### config.mk
export PLATFORM = sky130hd
export DESIGN_NAME = bit_clear_compare_exec
export DESIGN_NICKNAME = d
export VERILOG_FILES = /design/src/design/bit_exec_pkg.sv /design/src/design/bit_ops_alu.sv /design/src/design/bit_clear_compare_exec.sv
export SDC_FILE = /design/constraint.sdc
export NUM_CORES = 1
export LEC_CHECK = 0
export BUFFER_PORTS_ARGS = -buffer_cell sky130_fd_sc_hd__clkbuf_2
export CORE_MARGIN = 2
export CORE_UTILIZATION = 44
export DETAILED_ROUTE_END_ITERATION = 12
export HOLD_SLACK_MARGIN = 0.12
export PLACE_DENSITY = 0.81
export RECOVER_POWER = 50
export SYNTH_ARGS = -nofsm -noshare
export SYNTH_HDL_FRONTEND = slang
export SYNTH_SLANG_ARGS = --single-unit
### constraint.sdc
create_clock -name clk_i -period 2.83 [get_ports clk_i]
set_input_delay 0.283 -clock clk_i [delete_from_list [all_inputs] [get_ports clk_i]]
set_output_delay 0.283 -clock clk_i [all_outputs]
set_load 0.03 [all_outputs]
### src/design/bit_exec_pkg.sv
package bit_exec_pkg;

    // ----------------------------------------------------------------
    // data widths and file space
    // ----------------------------------------------------------------
    localparam int unsigned DATA_W      = 8;
    localparam int unsigned FILE_ADDR_W = 7;
    localparam int unsigned BIT_SEL_W   = 3;
    localparam int unsigned WB_ADDR_W   = 8;
    localparam int unsigned WB_DATA_W   = 32;

    // ----------------------------------------------------------------
    // register offsets (byte addresses)
    // ----------------------------------------------------------------
    localparam logic [WB_ADDR_W-1:0] CTRL_OFFSET   = 8'h00;
    localparam logic [WB_ADDR_W-1:0] STATUS_OFFSET = 8'h04;
    localparam logic [WB_ADDR_W-1:0] WORK_OFFSET   = 8'h08;

    // ----------------------------------------------------------------
    // field positions
    // ----------------------------------------------------------------
    localparam int unsigned CTRL_DIV_TO_WDT_BIT = 0;
    localparam int unsigned STAT_NULL_BIT       = 0;
    localparam int unsigned STAT_BORROW_INV_BIT = 1;
    localparam int unsigned STAT_EXPIRY_BIT     = 2;
    localparam int unsigned STAT_SLEEP_BIT      = 3;
    localparam int unsigned STAT_SKIP_BIT       = 4;

    // ----------------------------------------------------------------
    // reset and fixed values
    // ----------------------------------------------------------------
    localparam logic [DATA_W-1:0]    ZERO_BYTE       = 8'h00;
    localparam logic [DATA_W-1:0]    WORK_RESET      = 8'h00;
    localparam logic                 DIV_TO_WDT_RST  = 1'b0;
    localparam logic                 FLAG_RESET      = 1'b0;
    localparam logic                 EXPIRY_RESET    = 1'b1;
    localparam logic                 SLEEP_RESET     = 1'b1;
    localparam logic [WB_DATA_W-1:0] WB_ZERO         = 32'h0000_0000;
    localparam logic                 TARGET_WORK     = 1'b0;
    localparam logic                 TARGET_FILE     = 1'b1;

    // ----------------------------------------------------------------
    // operations handled by this block
    // ----------------------------------------------------------------
    typedef enum logic [2:0] {
        OP_NOP,
        OP_TEST_BIT_SKIP_IF_ONE,
        OP_ZERO_WORK_REGISTER,
        OP_ZERO_FILE_REGISTER,
        OP_INVERT_FILE_REGISTER,
        OP_KICK_WATCHDOG,
        OP_COMPARE_WORK_WITH_FILE
    } op_t;

    typedef struct packed {
        op_t                    op;
        logic [FILE_ADDR_W-1:0] file_addr;
        logic [BIT_SEL_W-1:0]   bit_sel;
        logic                   result_target_bit;
    } instr_t;

    typedef struct packed {
        logic [DATA_W-1:0] value;
        logic              result_null;
        logic              borrow_inverse;
        logic              skip;
    } alu_out_t;

    typedef struct packed {
        logic                   we;
        logic [FILE_ADDR_W-1:0] addr;
        logic [DATA_W-1:0]      data;
    } file_wr_t;

endpackage

### src/design/bit_ops_alu.sv
`timescale 1ns/1ps
module bit_ops_alu
    import bit_exec_pkg::*;
(
    // operation and operands
    input  instr_t                 instr_i,
    input  wire logic [DATA_W-1:0] file_rdata_i,
    input  wire logic [DATA_W-1:0] work_i,
    // result
    output alu_out_t               res_o
);

    logic [DATA_W:0] diff;

    always_comb begin
        // r + ~w + 1: the carry out is the no-borrow indication
        diff = {1'b0, file_rdata_i} + {1'b0, ~work_i} + {{DATA_W{1'b0}}, 1'b1};
        res_o.value          = ZERO_BYTE;
        res_o.borrow_inverse = 1'b0;
        res_o.skip           = 1'b0;
        unique case (instr_i.op)
            OP_TEST_BIT_SKIP_IF_ONE: begin
                res_o.skip = file_rdata_i[instr_i.bit_sel];
            end
            OP_ZERO_WORK_REGISTER: begin
                res_o.value = ZERO_BYTE;
            end
            OP_ZERO_FILE_REGISTER: begin
                res_o.value = ZERO_BYTE;
            end
            OP_INVERT_FILE_REGISTER: begin
                res_o.value = ~file_rdata_i;
            end
            OP_COMPARE_WORK_WITH_FILE: begin
                res_o.value          = diff[DATA_W-1:0];
                res_o.borrow_inverse = diff[DATA_W];
            end
            default: begin
                res_o.value = ZERO_BYTE;
            end
        endcase
        res_o.result_null = (res_o.value == ZERO_BYTE);
    end

endmodule

### src/design/bit_clear_compare_exec.sv
`timescale 1ns/1ps
// Notes on behaviour
// - bit test skips next when bit is one
// - skip turns fetched instruction into no-op
// - zero work register, set null flag
// - zero addressed file register, set null flag
// - invert file register, null flag from result
// - target bit zero: work, one: file
// - kick clears watchdog, divider when assigned
// - kick sets expiry and sleep flags only
// - compare file minus work, operands unchanged
module bit_clear_compare_exec
    import bit_exec_pkg::*;
(
    // clock and reset
    input  wire logic                   clk_i,
    input  wire logic                   rst_i,
    // instruction issue
    input  wire logic                   instr_valid_i,
    input  instr_t                      instr_i,
    // file register access
    output logic [FILE_ADDR_W-1:0]      file_raddr_o,
    input  wire logic [DATA_W-1:0]      file_rdata_i,
    output file_wr_t                    file_wr_o,
    // watchdog and divider clears
    output logic                        wdt_clear_o,
    output logic                        div_clear_o,
    // core state
    output logic [DATA_W-1:0]           work_o,
    output logic                        skip_pending_o,
    // wishbone slave
    input  wire logic                   wb_cyc_i,
    input  wire logic                   wb_stb_i,
    input  wire logic                   wb_we_i,
    input  wire logic [WB_ADDR_W-1:0]   wb_adr_i,
    input  wire logic [3:0]             wb_sel_i,
    input  wire logic [WB_DATA_W-1:0]   wb_dat_i,
    output logic [WB_DATA_W-1:0]        wb_dat_o,
    output logic                        wb_ack_o
);

    // ----------------------------------------------------------------
    // state
    // ----------------------------------------------------------------
    logic [DATA_W-1:0]    work_q,       work_d;
    logic                 null_q,       null_d;
    logic                 borrow_inv_q, borrow_inv_d;
    logic                 expiry_q,     expiry_d;
    logic                 sleep_q,      sleep_d;
    logic                 skip_q,       skip_d;
    logic                 div_wdt_q,    div_wdt_d;
    file_wr_t             file_wr_q,    file_wr_d;
    logic                 wdt_clr_q,    wdt_clr_d;
    logic                 div_clr_q,    div_clr_d;
    logic                 ack_q,        ack_d;
    logic [WB_DATA_W-1:0] rdata_q,      rdata_d;

    alu_out_t             res;
    logic                 exec;
    logic                 bus_req;
    logic                 bus_wr;
    logic                 lane0;
    logic [WB_DATA_W-1:0] status_word;

    // ----------------------------------------------------------------
    // operand path
    // ----------------------------------------------------------------
    assign file_raddr_o = instr_i.file_addr;

    bit_ops_alu u_alu (
        .instr_i      (instr_i),
        .file_rdata_i (file_rdata_i),
        .work_i       (work_q),
        .res_o        (res)
    );

    // a squashed slot still consumes the issued instruction
    assign exec = instr_valid_i & ~skip_q;

    // ----------------------------------------------------------------
    // register bus
    // ----------------------------------------------------------------
    // ack one cycle after the request; ack_q blocks a second take
    assign bus_req = wb_cyc_i & wb_stb_i & ~ack_q;
    assign bus_wr  = bus_req & wb_we_i;
    assign lane0   = wb_sel_i[0];

    always_comb begin
        status_word                      = WB_ZERO;
        status_word[STAT_NULL_BIT]       = null_q;
        status_word[STAT_BORROW_INV_BIT] = borrow_inv_q;
        status_word[STAT_EXPIRY_BIT]     = expiry_q;
        status_word[STAT_SLEEP_BIT]      = sleep_q;
        status_word[STAT_SKIP_BIT]       = skip_q;
    end

    // ----------------------------------------------------------------
    // next state
    // ----------------------------------------------------------------
    always_comb begin
        work_d       = work_q;
        null_d       = null_q;
        borrow_inv_d = borrow_inv_q;
        expiry_d     = expiry_q;
        sleep_d      = sleep_q;
        skip_d       = skip_q;
        div_wdt_d    = div_wdt_q;
        file_wr_d    = '{we: 1'b0, addr: instr_i.file_addr, data: res.value};
        wdt_clr_d    = 1'b0;
        div_clr_d    = 1'b0;
        ack_d        = bus_req;
        rdata_d      = WB_ZERO;

        // software writes first; the core's own updates below win
        if (bus_wr && lane0) begin
            unique case (wb_adr_i)
                CTRL_OFFSET: begin
                    div_wdt_d = wb_dat_i[CTRL_DIV_TO_WDT_BIT];
                end
                STATUS_OFFSET: begin
                    null_d       = wb_dat_i[STAT_NULL_BIT];
                    borrow_inv_d = wb_dat_i[STAT_BORROW_INV_BIT];
                    expiry_d     = wb_dat_i[STAT_EXPIRY_BIT];
                    sleep_d      = wb_dat_i[STAT_SLEEP_BIT];
                end
                WORK_OFFSET: begin
                    work_d = wb_dat_i[DATA_W-1:0];
                end
                default: begin
                    work_d = work_q;
                end
            endcase
        end
        if (bus_req && !wb_we_i) begin
            unique case (wb_adr_i)
                CTRL_OFFSET:   rdata_d[CTRL_DIV_TO_WDT_BIT] = div_wdt_q;
                STATUS_OFFSET: rdata_d = status_word;
                WORK_OFFSET:   rdata_d[DATA_W-1:0] = work_q;
                default:       rdata_d = WB_ZERO;
            endcase
        end

        if (instr_valid_i) begin
            // one squashed slot per skip, then normal flow
            skip_d = exec & (instr_i.op == OP_TEST_BIT_SKIP_IF_ONE) & res.skip;
        end

        if (exec) begin
            unique case (instr_i.op)
                OP_ZERO_WORK_REGISTER: begin
                    work_d = res.value;
                    null_d = 1'b1;
                end
                OP_ZERO_FILE_REGISTER: begin
                    file_wr_d.we = 1'b1;
                    null_d       = 1'b1;
                end
                OP_INVERT_FILE_REGISTER: begin
                    null_d = res.result_null;
                    if (instr_i.result_target_bit == TARGET_FILE) begin
                        file_wr_d.we = 1'b1;
                    end else begin
                        work_d = res.value;
                    end
                end
                OP_KICK_WATCHDOG: begin
                    wdt_clr_d = 1'b1;
                    div_clr_d = div_wdt_q;
                    expiry_d  = 1'b1;
                    sleep_d   = 1'b1;
                end
                OP_COMPARE_WORK_WITH_FILE: begin
                    // flags only: neither operand is written back
                    null_d       = res.result_null;
                    borrow_inv_d = res.borrow_inverse;
                end
                default: begin
                    null_d = null_d;
                end
            endcase
        end
    end

    // ----------------------------------------------------------------
    // registers
    // ----------------------------------------------------------------
    always_ff @(posedge clk_i) begin
        if (rst_i) begin
            work_q       <= WORK_RESET;
            null_q       <= FLAG_RESET;
            borrow_inv_q <= FLAG_RESET;
            expiry_q     <= EXPIRY_RESET;
            sleep_q      <= SLEEP_RESET;
            skip_q       <= 1'b0;
            div_wdt_q    <= DIV_TO_WDT_RST;
            file_wr_q    <= '0;
            wdt_clr_q    <= 1'b0;
            div_clr_q    <= 1'b0;
            ack_q        <= 1'b0;
            rdata_q      <= WB_ZERO;
        end else begin
            work_q       <= work_d;
            null_q       <= null_d;
            borrow_inv_q <= borrow_inv_d;
            expiry_q     <= expiry_d;
            sleep_q      <= sleep_d;
            skip_q       <= skip_d;
            div_wdt_q    <= div_wdt_d;
            file_wr_q    <= file_wr_d;
            wdt_clr_q    <= wdt_clr_d;
            div_clr_q    <= div_clr_d;
            ack_q        <= ack_d;
            rdata_q      <= rdata_d;
        end
    end

    // ----------------------------------------------------------------
    // outputs
    // ----------------------------------------------------------------
    assign file_wr_o      = file_wr_q;
    assign wdt_clear_o    = wdt_clr_q;
    assign div_clear_o    = div_clr_q;
    assign work_o         = work_q;
    assign skip_pending_o = skip_q;
    assign wb_dat_o       = rdata_q;
    assign wb_ack_o       = ack_q;

endmodule

# Word level (Yosys, flattened, before mapping)
# Cells that the tools add are included.
dict set report word_totals {
  register_bits 65
  inputBits 72
  elab_cells 80
}
dict set report classes {
  n_bitwise 13
  n_lt_le_gt_ge 1
  n_reduce_logical 11
  add_sub_neg 2
  eq_ne 8
  mux 30
}
# op n
set op_table {}
lappend op_table {{two-way mux 8 bit} 4}
lappend op_table {{case mux 8 bit (2 select lines)} 2}
lappend op_table {{two-way mux 1 bit} 19}
lappend op_table {{zero test 8 bit} 2}
lappend op_table {{NOT 8 bit} 2}
lappend op_table {{case mux 7 bit (2 select lines)} 1}
lappend op_table {{adder 8 x 8 -> 9 bit} 1}
lappend op_table {{adder 9 x 1 -> 9 bit, second input constant} 1}
lappend op_table {{== test 3 bit, second input constant} 3}
lappend op_table {{== test 8 x 3 -> 1 bit, second input constant} 1}
lappend op_table {{== test 8 x 4 -> 1 bit, second input constant} 1}
lappend op_table {{OR reduction 2 bit} 4}
lappend op_table {{bitwise AND 1 bit} 6}
lappend op_table {{== test 3 x 2 -> 1 bit, second input constant} 2}
lappend op_table {{NOT 1 bit} 5}
lappend op_table {{< comparator 3 x 4 -> 1 bit, second input constant} 1}
lappend op_table {{case mux 1 bit (2 select lines)} 2}
lappend op_table {{binary-select mux 1 bit (select 3 bit)} 1}
lappend op_table {{== test 3 x 1 -> 1 bit, second input constant} 1}
lappend op_table {{case mux 1 bit (3 select lines)} 1}
lappend op_table {{OR reduction 3 bit} 1}
lappend op_table {{logical AND 1 bit} 2}
lappend op_table {{AND reduction 2 bit} 1}
lappend op_table {{zero test 1 bit} 1}

# Depth between registers and ports, before layout
# Gate-level depths: netlist (run 1).
dict set report logic_depth {
  word_depth 8
  ltp_mapped 9
  depth_no_buf 9
}

# Hierarchy
# From an unflattened synthesis (run 1), not the netlist that was laid out.
dict set report hier_totals {
  cells_unflattened 305
  hier_area_um2 2771.4
}
# module area_each_um2 n_inst seq_area_each_um2 cells_each
set by_module_without_submodules {}
lappend by_module_without_submodules {bit_clear_compare_exec 2044.5 1 820.8 213}
lappend by_module_without_submodules {bit_ops_alu 726.9 1 0.0 92}

# Least setup slack after synthesis (run 1)
# OpenSTA, ideal clock, no wires.
dict set report synth_path {
  path_kind {register to register}
  from {reg work_q[0] (netlist: work_o[0])}
  to {reg null_q}
  required_ns 2.734
  arrival_time_ns 2.165
  path_buffers 0
  setup_slack_ns 0.569
  path_stages_with_launch 9
  cell_sequence {dfxtp_1 -> ha_1 -> inv_1 -> fa_1 -> nand3_2 -> a21o_1 -> a2111oi_0 -> or3_1 -> o41ai_2}
}
dict set report synth_between {
  elab_chain_cells 7
}
# item line_no
set synth_lines {}
lappend synth_lines {{start: declaration} bit_clear_compare_exec.sv:45} ;# logic [DATA_W-1:0] work_q, work_d;
lappend synth_lines {{start signal: assignment} bit_clear_compare_exec.sv:202} ;# work_q <= work_d;
lappend synth_lines {{NOT 8 bit} bit_ops_alu.sv:17} ;# diff = {1'b0, file_rdata_i} + {1'b0, ~work_i} + {{DATA_W{1'b0}}, 1'b1};
lappend synth_lines {{adder 8 x 8 -> 9 bit} bit_ops_alu.sv:17}
lappend synth_lines {{adder 9 x 1 -> 9 bit} bit_ops_alu.sv:17}
lappend synth_lines {{case mux 8 bit (2 select lines)} bit_ops_alu.sv:21} ;# unique case (instr_i.op)
lappend synth_lines {{zero test 8 bit} bit_ops_alu.sv:42} ;# res_o.result_null = (res_o.value == ZERO_BYTE);
lappend synth_lines {{case mux 1 bit (2 select lines)} bit_clear_compare_exec.sv:149} ;# unique case (instr_i.op)
lappend synth_lines {{two-way mux 1 bit} bit_clear_compare_exec.sv:148} ;# if (exec) begin
lappend synth_lines {{end signal: assignment} bit_clear_compare_exec.sv:203} ;# null_q <= null_d;
lappend synth_lines {{end: declaration} bit_clear_compare_exec.sv:46} ;# logic null_q, null_d;
# No other way between the ends.
# A chain may end at the register's enable or synchronous reset.

# Worst setup path after layout (run 1)
# Same ends and word-level chain as after synthesis.

==> flow_summary.json, run 1 <==
{
  "postCtsHoldBufs": 0,
  "r2r_cells": 8,
  "hold_class": "primary input to flop",
  "ys_seq_area_share_pct": 35.25,
  "crit_type": "flop to flop",
  "worstPathRequired_ps": 3040,
  "clk_pin_slew_worst_paths_ps": 80,
  "port_buffers": 87,
  "dpl_cell_area_mm2": 0.002689,
  "htree_levels": 2,
  "setup_viol": 0,
  "drive_gt1_share_pct": 21.11,
  "setup-tns-final_ps": 0,
  "max_clock_freq_mhz": 436.1,
  "leakage_nw": 1.212,
  "die_area_mm2": 0.005890,
  "synthArstFlopShare_pct": 0,
  "core_mm2": 0.005107,
  "start_util_pct": 45.59,
  "grt_pass1_wl_um": 9128,
  "synthTopCellsByArea": "dfxtp_1, buf_4, ha_1",
  "synth_warnings": 0,
  "grt_pass1_vias": 1898,
  "syn_area_mm2": 0.002328,
  "ys_types": 57,
  "cts_buffers": 5,
  "vias_per_cell": 5.217,
  "synth_top_area_share_pct": 35.25,
  "worstMarginPinSlew_ps": 1074,
  "synth-seq-cells": 41,
  "finalHoldViolations": 0,
  "fin_area_mm2": 0.002743,
  "cts_resized": 0,
  "syn_area_per_cell_um2": 8.956,
  "fillers": 527,
  "firstDrtPassIters": 4,
  "arrival_ps": 2500,
  "instances_no_fill": 411,
  "area_growth_syn_to_layout_pct": 17.79,
  "wl_um": 5927,
  "rows": 26,
  "final.setup_skew_ps": 8.111,
  "crit_fanout": 4,
  "clock_latency_ps": 300,
  "track_usage_pct": 19.64,
  "vias": 2144,
  "die_x_um": 76.75,
  "post_cts_buffers": 0,
  "synthCells": 260,
  "cts.sinks": 41,
  "status": "finished clean",
  "multi_input_area_mm2": 0.001270,
  "route.detailed.drc": 0,
  "diodes": 0,
  "antenna_found_initial": 0,
  "fin_crit_sh_pct": 81.03,
  "synth-edff-count": 0,
  "startpoint_type": "flop",
  "ant_nets": 0,
  "die_h_um": 76.75,
  "wl_per_cell_um": 14.42,
  "rsz0062_at_grt": "false",
  "synth_top_area_cell": "dfxtp_1",
  "grt-ovfl-total": 0,
  "grt_max_degree": 26,
  "fin_nets": 421,
  "drv_slew": 0,
  "cap_violations": 0,
  "min_period_ps": 2293,
  "clockBufferDepth": 2,
  "slew_headroom_pct": 28.42,
  "dp_hpwl_um": 4582,
  "io-pin-count": 139,
  "root_buffer": "clkbuf_8",
  "dp_cells": 403,
  "fin_util_pct": 53.70,
  "ir_drop_uv": 207.2,
  "place.gp.congestion": 0.8629,
  "regArea_um2": 820.8,
  "whs_path_depth": 2,
  "drtIter0Drc": 195,
  "powerDensity_mw_per_mm2": 456.5,
  "end_kind": "flop",
  "cts_tree": "yes",
  "ys.flop_type": "dfxtp_1"
}
-- routing by layer --
metal | vias up | part of all wire [%] | GRT usage (%)
li1 | 1049 | - | -
met1 | 971 | 42 | 24.16
met2 | 112 | 47 | 33.07
met3 | 12 | 9.2 | 5.059
met4 | 0 | 2.1 | 7.091
met5 | - | 0 | 0
-- final timing paths --
| check | startpoint | end | slack, ps |
|---|---|---|---|
| max | work_o[0] | null_q | 540 |
| min | instr_i[10] | file_wr_o[14] | 220 |
| max reg2reg | work_o[0] | null_q | 540 |
| min reg2reg | sleep_q | sleep_q | 480 |
-- state kept, by name, indices dropped and copies added, names as in the netlist --
name,cells
file_wr_o,16
wb_dat_o,8
work_o,8
borrow_inv_q,1
div_clear_o,1
div_wdt_q,1
expiry_q,1
null_q,1
skip_pending_o,1
sleep_q,1
wb_ack_o,1
wdt_clear_o,1
-- placed cells by master (no fill, tap or decap), types with 3 or more instances in the layout --
cell / count
clkbuf_2: 53
dfxtp_1: 41
clkbuf_1: 34
conb_1: 24
nor2_1: 20
inv_1: 15
nand2_1: 12
nor2b_1: 11
mux2i_1: 10
ha_1: 8
nand3_1: 6
a21oi_1: 6
o22ai_1: 6
clkbuf_8: 6
nand2b_1: 5
nor3_1: 5
and3_1: 5
a22oi_1: 4
a21o_1: 4
nor3b_1: 4
o211ai_1: 4
nor4_1: 4
nand4_1: 3
o2bb2ai_1: 3
a31oi_1: 3
a211oi_1: 3
-- cell type report --
cell class | count | area share, %
clock inverter | 2 | 0.5018
inverter | 16 | 2.190
multi-input combinational | 187 | 46.30
sequential | 41 | 29.93
timing repair buffer | 89 | 14.87
clock buffer | 6 | 3.011
tap | 70 | 3.193
-- critical path, cell delays in order, from the launching register on --
cell	delay [ps]
dfxtp_1	410
ha_1	240
inv_1	80
fa_1	420
nand3_2	100
a21o_1	150
a2111oi_0	120
or3_1	390
o41ai_2	300
-- Yosys cell counts (all sizes together) (5+ instances only) --
master	count
a21oi	6
and3	5
buf	32
clkbuf	7
dfxtp	41
ha	8
inv	16
mux2i	10
nand2	13
nand2b	5
nand3	7
nor2	20
nor2b	11
nor3	5
nor4	5
o22ai	6
-- per-stage QoR --
stage / hold slack [ps] / power (W) / setup WS (ps)
after floorplan: 354.6 / 0.0008133 / 569.2
after global placement: 450.9 / 0.0008611 / 596.0
after detailed placement: 462.3 / 0.0008650 / 516.1
after CTS: 217.4 / 0.001266 / 544.9
after global routing: 216.1 / 0.001305 / 378.8
final: 216.6 / 0.001252 / 537.0
-- logic make-up after synthesis --
family          share of synthesized area, %
compound gates                         16.18
xor+xnor                              0.3762
fa+ha+maj                              5.159
buf+inv                                13.92
flops                                  35.25
mux                                    6.717
other cells                           0.1610
simple gates                           22.25
-- power by group --
group	internal [W]	total, W	leakage [nW]	switching (W)
clock	0.000198	0.000403	0.0512	0.000205
combinational	0.0000777	0.000254	0.828	0.000177
sequential	0.000590	0.000595	0.333	0.00000515
total	0.000865	0.00125	1.21	0.000387
(Power assumes the default switching activity.)
==> inputs of run 2 (changes only) <==
ABC_AREA = 1   (was default)
CORE_UTILIZATION = 40   (was 44)
PLACE_DENSITY = 0.77   (was 0.81)
clock period = 2.05 ns   (was 2.83 ns; I/O delays follow)
==> run 2 against run 1 <==
Net effect: cell count is 28% higher; synthesized area is 2.6% higher; via count is 14% higher; sequential share of layout area is 1.7 points lower; sequential power is 38% higher; largest power group unchanged.
==> flow_summary.json, run 2 <==
{
  "status": "finished clean",
  "cap_violations": 0,
  "largest_reg_flops": 16,
  "setup.worst_path.end": "null_q",
  "final.setup_skew_ps": 5.035,
  "arrival_ps": 2140,
  "r2r_cells": 14,
  "diodes": 0,
  "crit_fanout": 3,
  "end_kind": "flop",
  "ir_drop_uv": 348.2,
  "cts.sinks": 41,
  "root_buffer": "clkbuf_8",
  "syn_area_per_cell_um2": 6.728,
  "clk_pin_slew_worst_paths_ps": 80,
  "synth_top_area_cell": "dfxtp_1",
  "p_clk_share_pct": 30.3,
  "ys_seq_area_share_pct": 34.36,
  "fillers": 618,
  "core_mm2": 0.005851,
  "dp_hpwl_um": 5046,
  "yosys-top-cells-count": "nand2_1, inv_1, dfxtp_1",
  "rsz0062_at_grt": "true",
  "crit_type": "flop to flop",
  "ant_nets": 0,
  "synth_warnings": 0,
  "sw_frac_of_total_pct": 32.42,
  "path_delay_family": "simple AND/OR/NAND/NOR gates",
  "area_growth_syn_to_layout_pct": 22.11,
  "syn_area_mm2": 0.002389,
  "startpoint_type": "flop",
  "vias_per_cell": 4.657,
  "internal-power_w": 0.001159,
  "grt-ovfl-total": 0,
  "r2r-start": "work_o[0]",
  "track_usage_pct": 19.91,
  "ys_types": 28,
  "worstPathRequired_ps": 2290,
  "crit_path_top_delay_cell": "fa_2",
  "power_frac_comb_pct": 21.7,
  "wl_um": 6196,
  "hold_path_startpoint": "wb_dat_i[2]",
  "die_area_mm2": 0.006606,
  "ys.flop_type": "dfxtp_1",
  "max_clock_freq_mhz": 526.2,
  "drtIter0Drc": 112,
  "route.detailed.drc": 0,
  "final_cell_mix": "nand2_1, clkbuf_2, inv_1, dfxtp_1",
  "leakage_nw": 1.485,
  "wl_per_cell_um": 11.80,
  "finalPower_w": 0.001715,
  "cp-startpoint": "work_o[0]",
  "power_frac_seq_pct": 47.9,
  "p_switching_w": 0.0005560,
  "setup_viol": 0,
  "grt_max_degree": 21,
  "r2r_setup_slack_ps": 150,
  "cts_buffers": 5,
  "final_common_cell": "nand2_1",
  "grt_pass1_wl_um": 9998,
  "yosysMostFrequentCell": "nand2_1",
  "synthArstFlopShare_pct": 0,
  "fin_nets": 530,
  "htree_levels": 2,
  "antenna_found_initial": 0,
  "synth-seq-cells": 41,
  "hold_class": "primary input to flop",
  "place.gp.congestion": 0.8484,
  "clock_latency_ps": 290,
  "rows": 28,
  "synthCells": 355,
  "synth-edff-count": 0,
  "post_cts_buffers": 0,
  "vias": 2445,
  "cts_tree": "yes",
  "min_period_ps": 1900,
  "die_h_um": 81.28,
  "drv_slew": 0,
  "powerDensity_mw_per_mm2": 588.0,
  "hold_ws_ps": 145.5,
  "io-pin-count": 139,
  "timing.rr.end": "null_q",
  "finalHoldViolations": 0,
  "start_util_pct": 40.83,
  "fin_crit_sh_pct": 92.70,
  "firstDrtPassIters": 4,
  "synthTopCellsByArea": "dfxtp_1, nand2_1, buf_4",
  "grt_pass1_vias": 2297,
  "die_x_um": 81.28,
  "clockBufferDepth": 2,
  "path_cells": "ha_1 -> inv_2 -> fa_2 -> nand3_1 -> nand2_1 -> nor2_1 -> nand2_1 -> nor2_1 -> nand2_1 -> nor2_1 -> nand2_1 -> nand2_1 -> nand2_1 -> nand2_1",
  "port_buffers": 87,
  "synth_top_area_share_pct": 34.36,
  "drive_gt1_share_pct": 18.67,
  "cp_common_cell": "nand2_1",
  "critical_path.max_stage_delay_ps": 430,
  "cp_num_cells": 14,
  "path_buf_inv": 1
}
-- run 2: how the worst min path moves through the flow --
| stage | slack (ps) | to | cells after the start |
|---|---|---|---|
| floorplan | 300 | wb_ack_o | 1 |
| global placement | 410 | file_wr_o[11] | 3 |
| detailed placement | 410 | file_wr_o[11] | 3 |
| CTS | 140 | sleep_q | 3 |
| global route | 160 | sleep_q | 3 |
| finish | 150 | expiry_q | 3 |
-- run 2: stage by stage --
stage	area (um^2)	TNS [ps]	instances	utilization [%]	setup WS, ps
6_report	2917	0	525	49.85	149.6
3_5_place_dp	2786	0	510	47.63	119.6
2_1_floorplan	2475	0	378	-	65.78
3_3_place_gp	2786	0	510	47.63	111.4
4_1_cts	2943	0	525	50.30	136.9
5_1_grt	2917	-12.45	525	49.85	-12.45
-- run 2: what timing repair did --
item	CTS	global route
hold buffers	7	0
endpoints found under the hold margin	7	0
setup endpoints to repair	0	3
resized for setup	0	7
-- run 2: layout make-up --
| cell class | instances | area, um^2 | share of cell area (%) |
|---|---|---|---|
| Clock buffer | 5 | 68.82 | 2.360 |
| Clock inverter | 3 | 17.52 | 0.6006 |
| Inverter | 60 | 225.2 | 7.722 |
| Multi-Input combinational cell | 244 | 1199 | 41.10 |
| Sequential cell | 41 | 823.3 | 28.23 |
| Tap cell | 75 | 93.84 | 3.218 |
| Timing Repair Buffer | 97 | 489.2 | 16.77 |
-- run 2: worst register-to-register path, cell delays in order (launching register included) --
cell and delay, ps:
dfxtp_2 330, ha_1 180, inv_2 70, fa_2 430, nand3_1 120, nand2_1 60, nor2_1 110, nand2_1 80
nor2_1 90, nand2_1 50, nor2_1 80, nand2_1 70, nand2_1 60, nand2_1 40, nand2_1 60
-- run 2: kinds of logic after synthesis --
| group | count (synthesis) | synth area share [%] |
|---|---|---|
| fa+ha+maj | 9 | 5.029 |
| simple gates | 155 | 28.44 |
| compound gates | 56 | 12.52 |
| other cells | 1 | 0.1570 |
| buf+inv | 93 | 19.49 |
| flops | 41 | 34.36 |
-- run 2: routing by layer --
layer / share of wire (%) / global-route usage (%) / routed length (um)
met2: 48 / 34.34 / 3005
met3: 8.8 / 5.778 / 548
met4: 2.0 / 7.966 / 126
met5: 0 / 0 / 0
met1: 41 / 23.02 / 2516
-- run 2: power by group through the flow --
stage               registers, W  clock network, W  logic (W)
finish                  0.000822          0.000520   0.000373
global route            0.000824          0.000571   0.000413
CTS                     0.000822          0.000534   0.000374
detailed placement      0.000841                 0   0.000362
global placement        0.000840                 0   0.000356
floorplan               0.000875                 0   0.000257
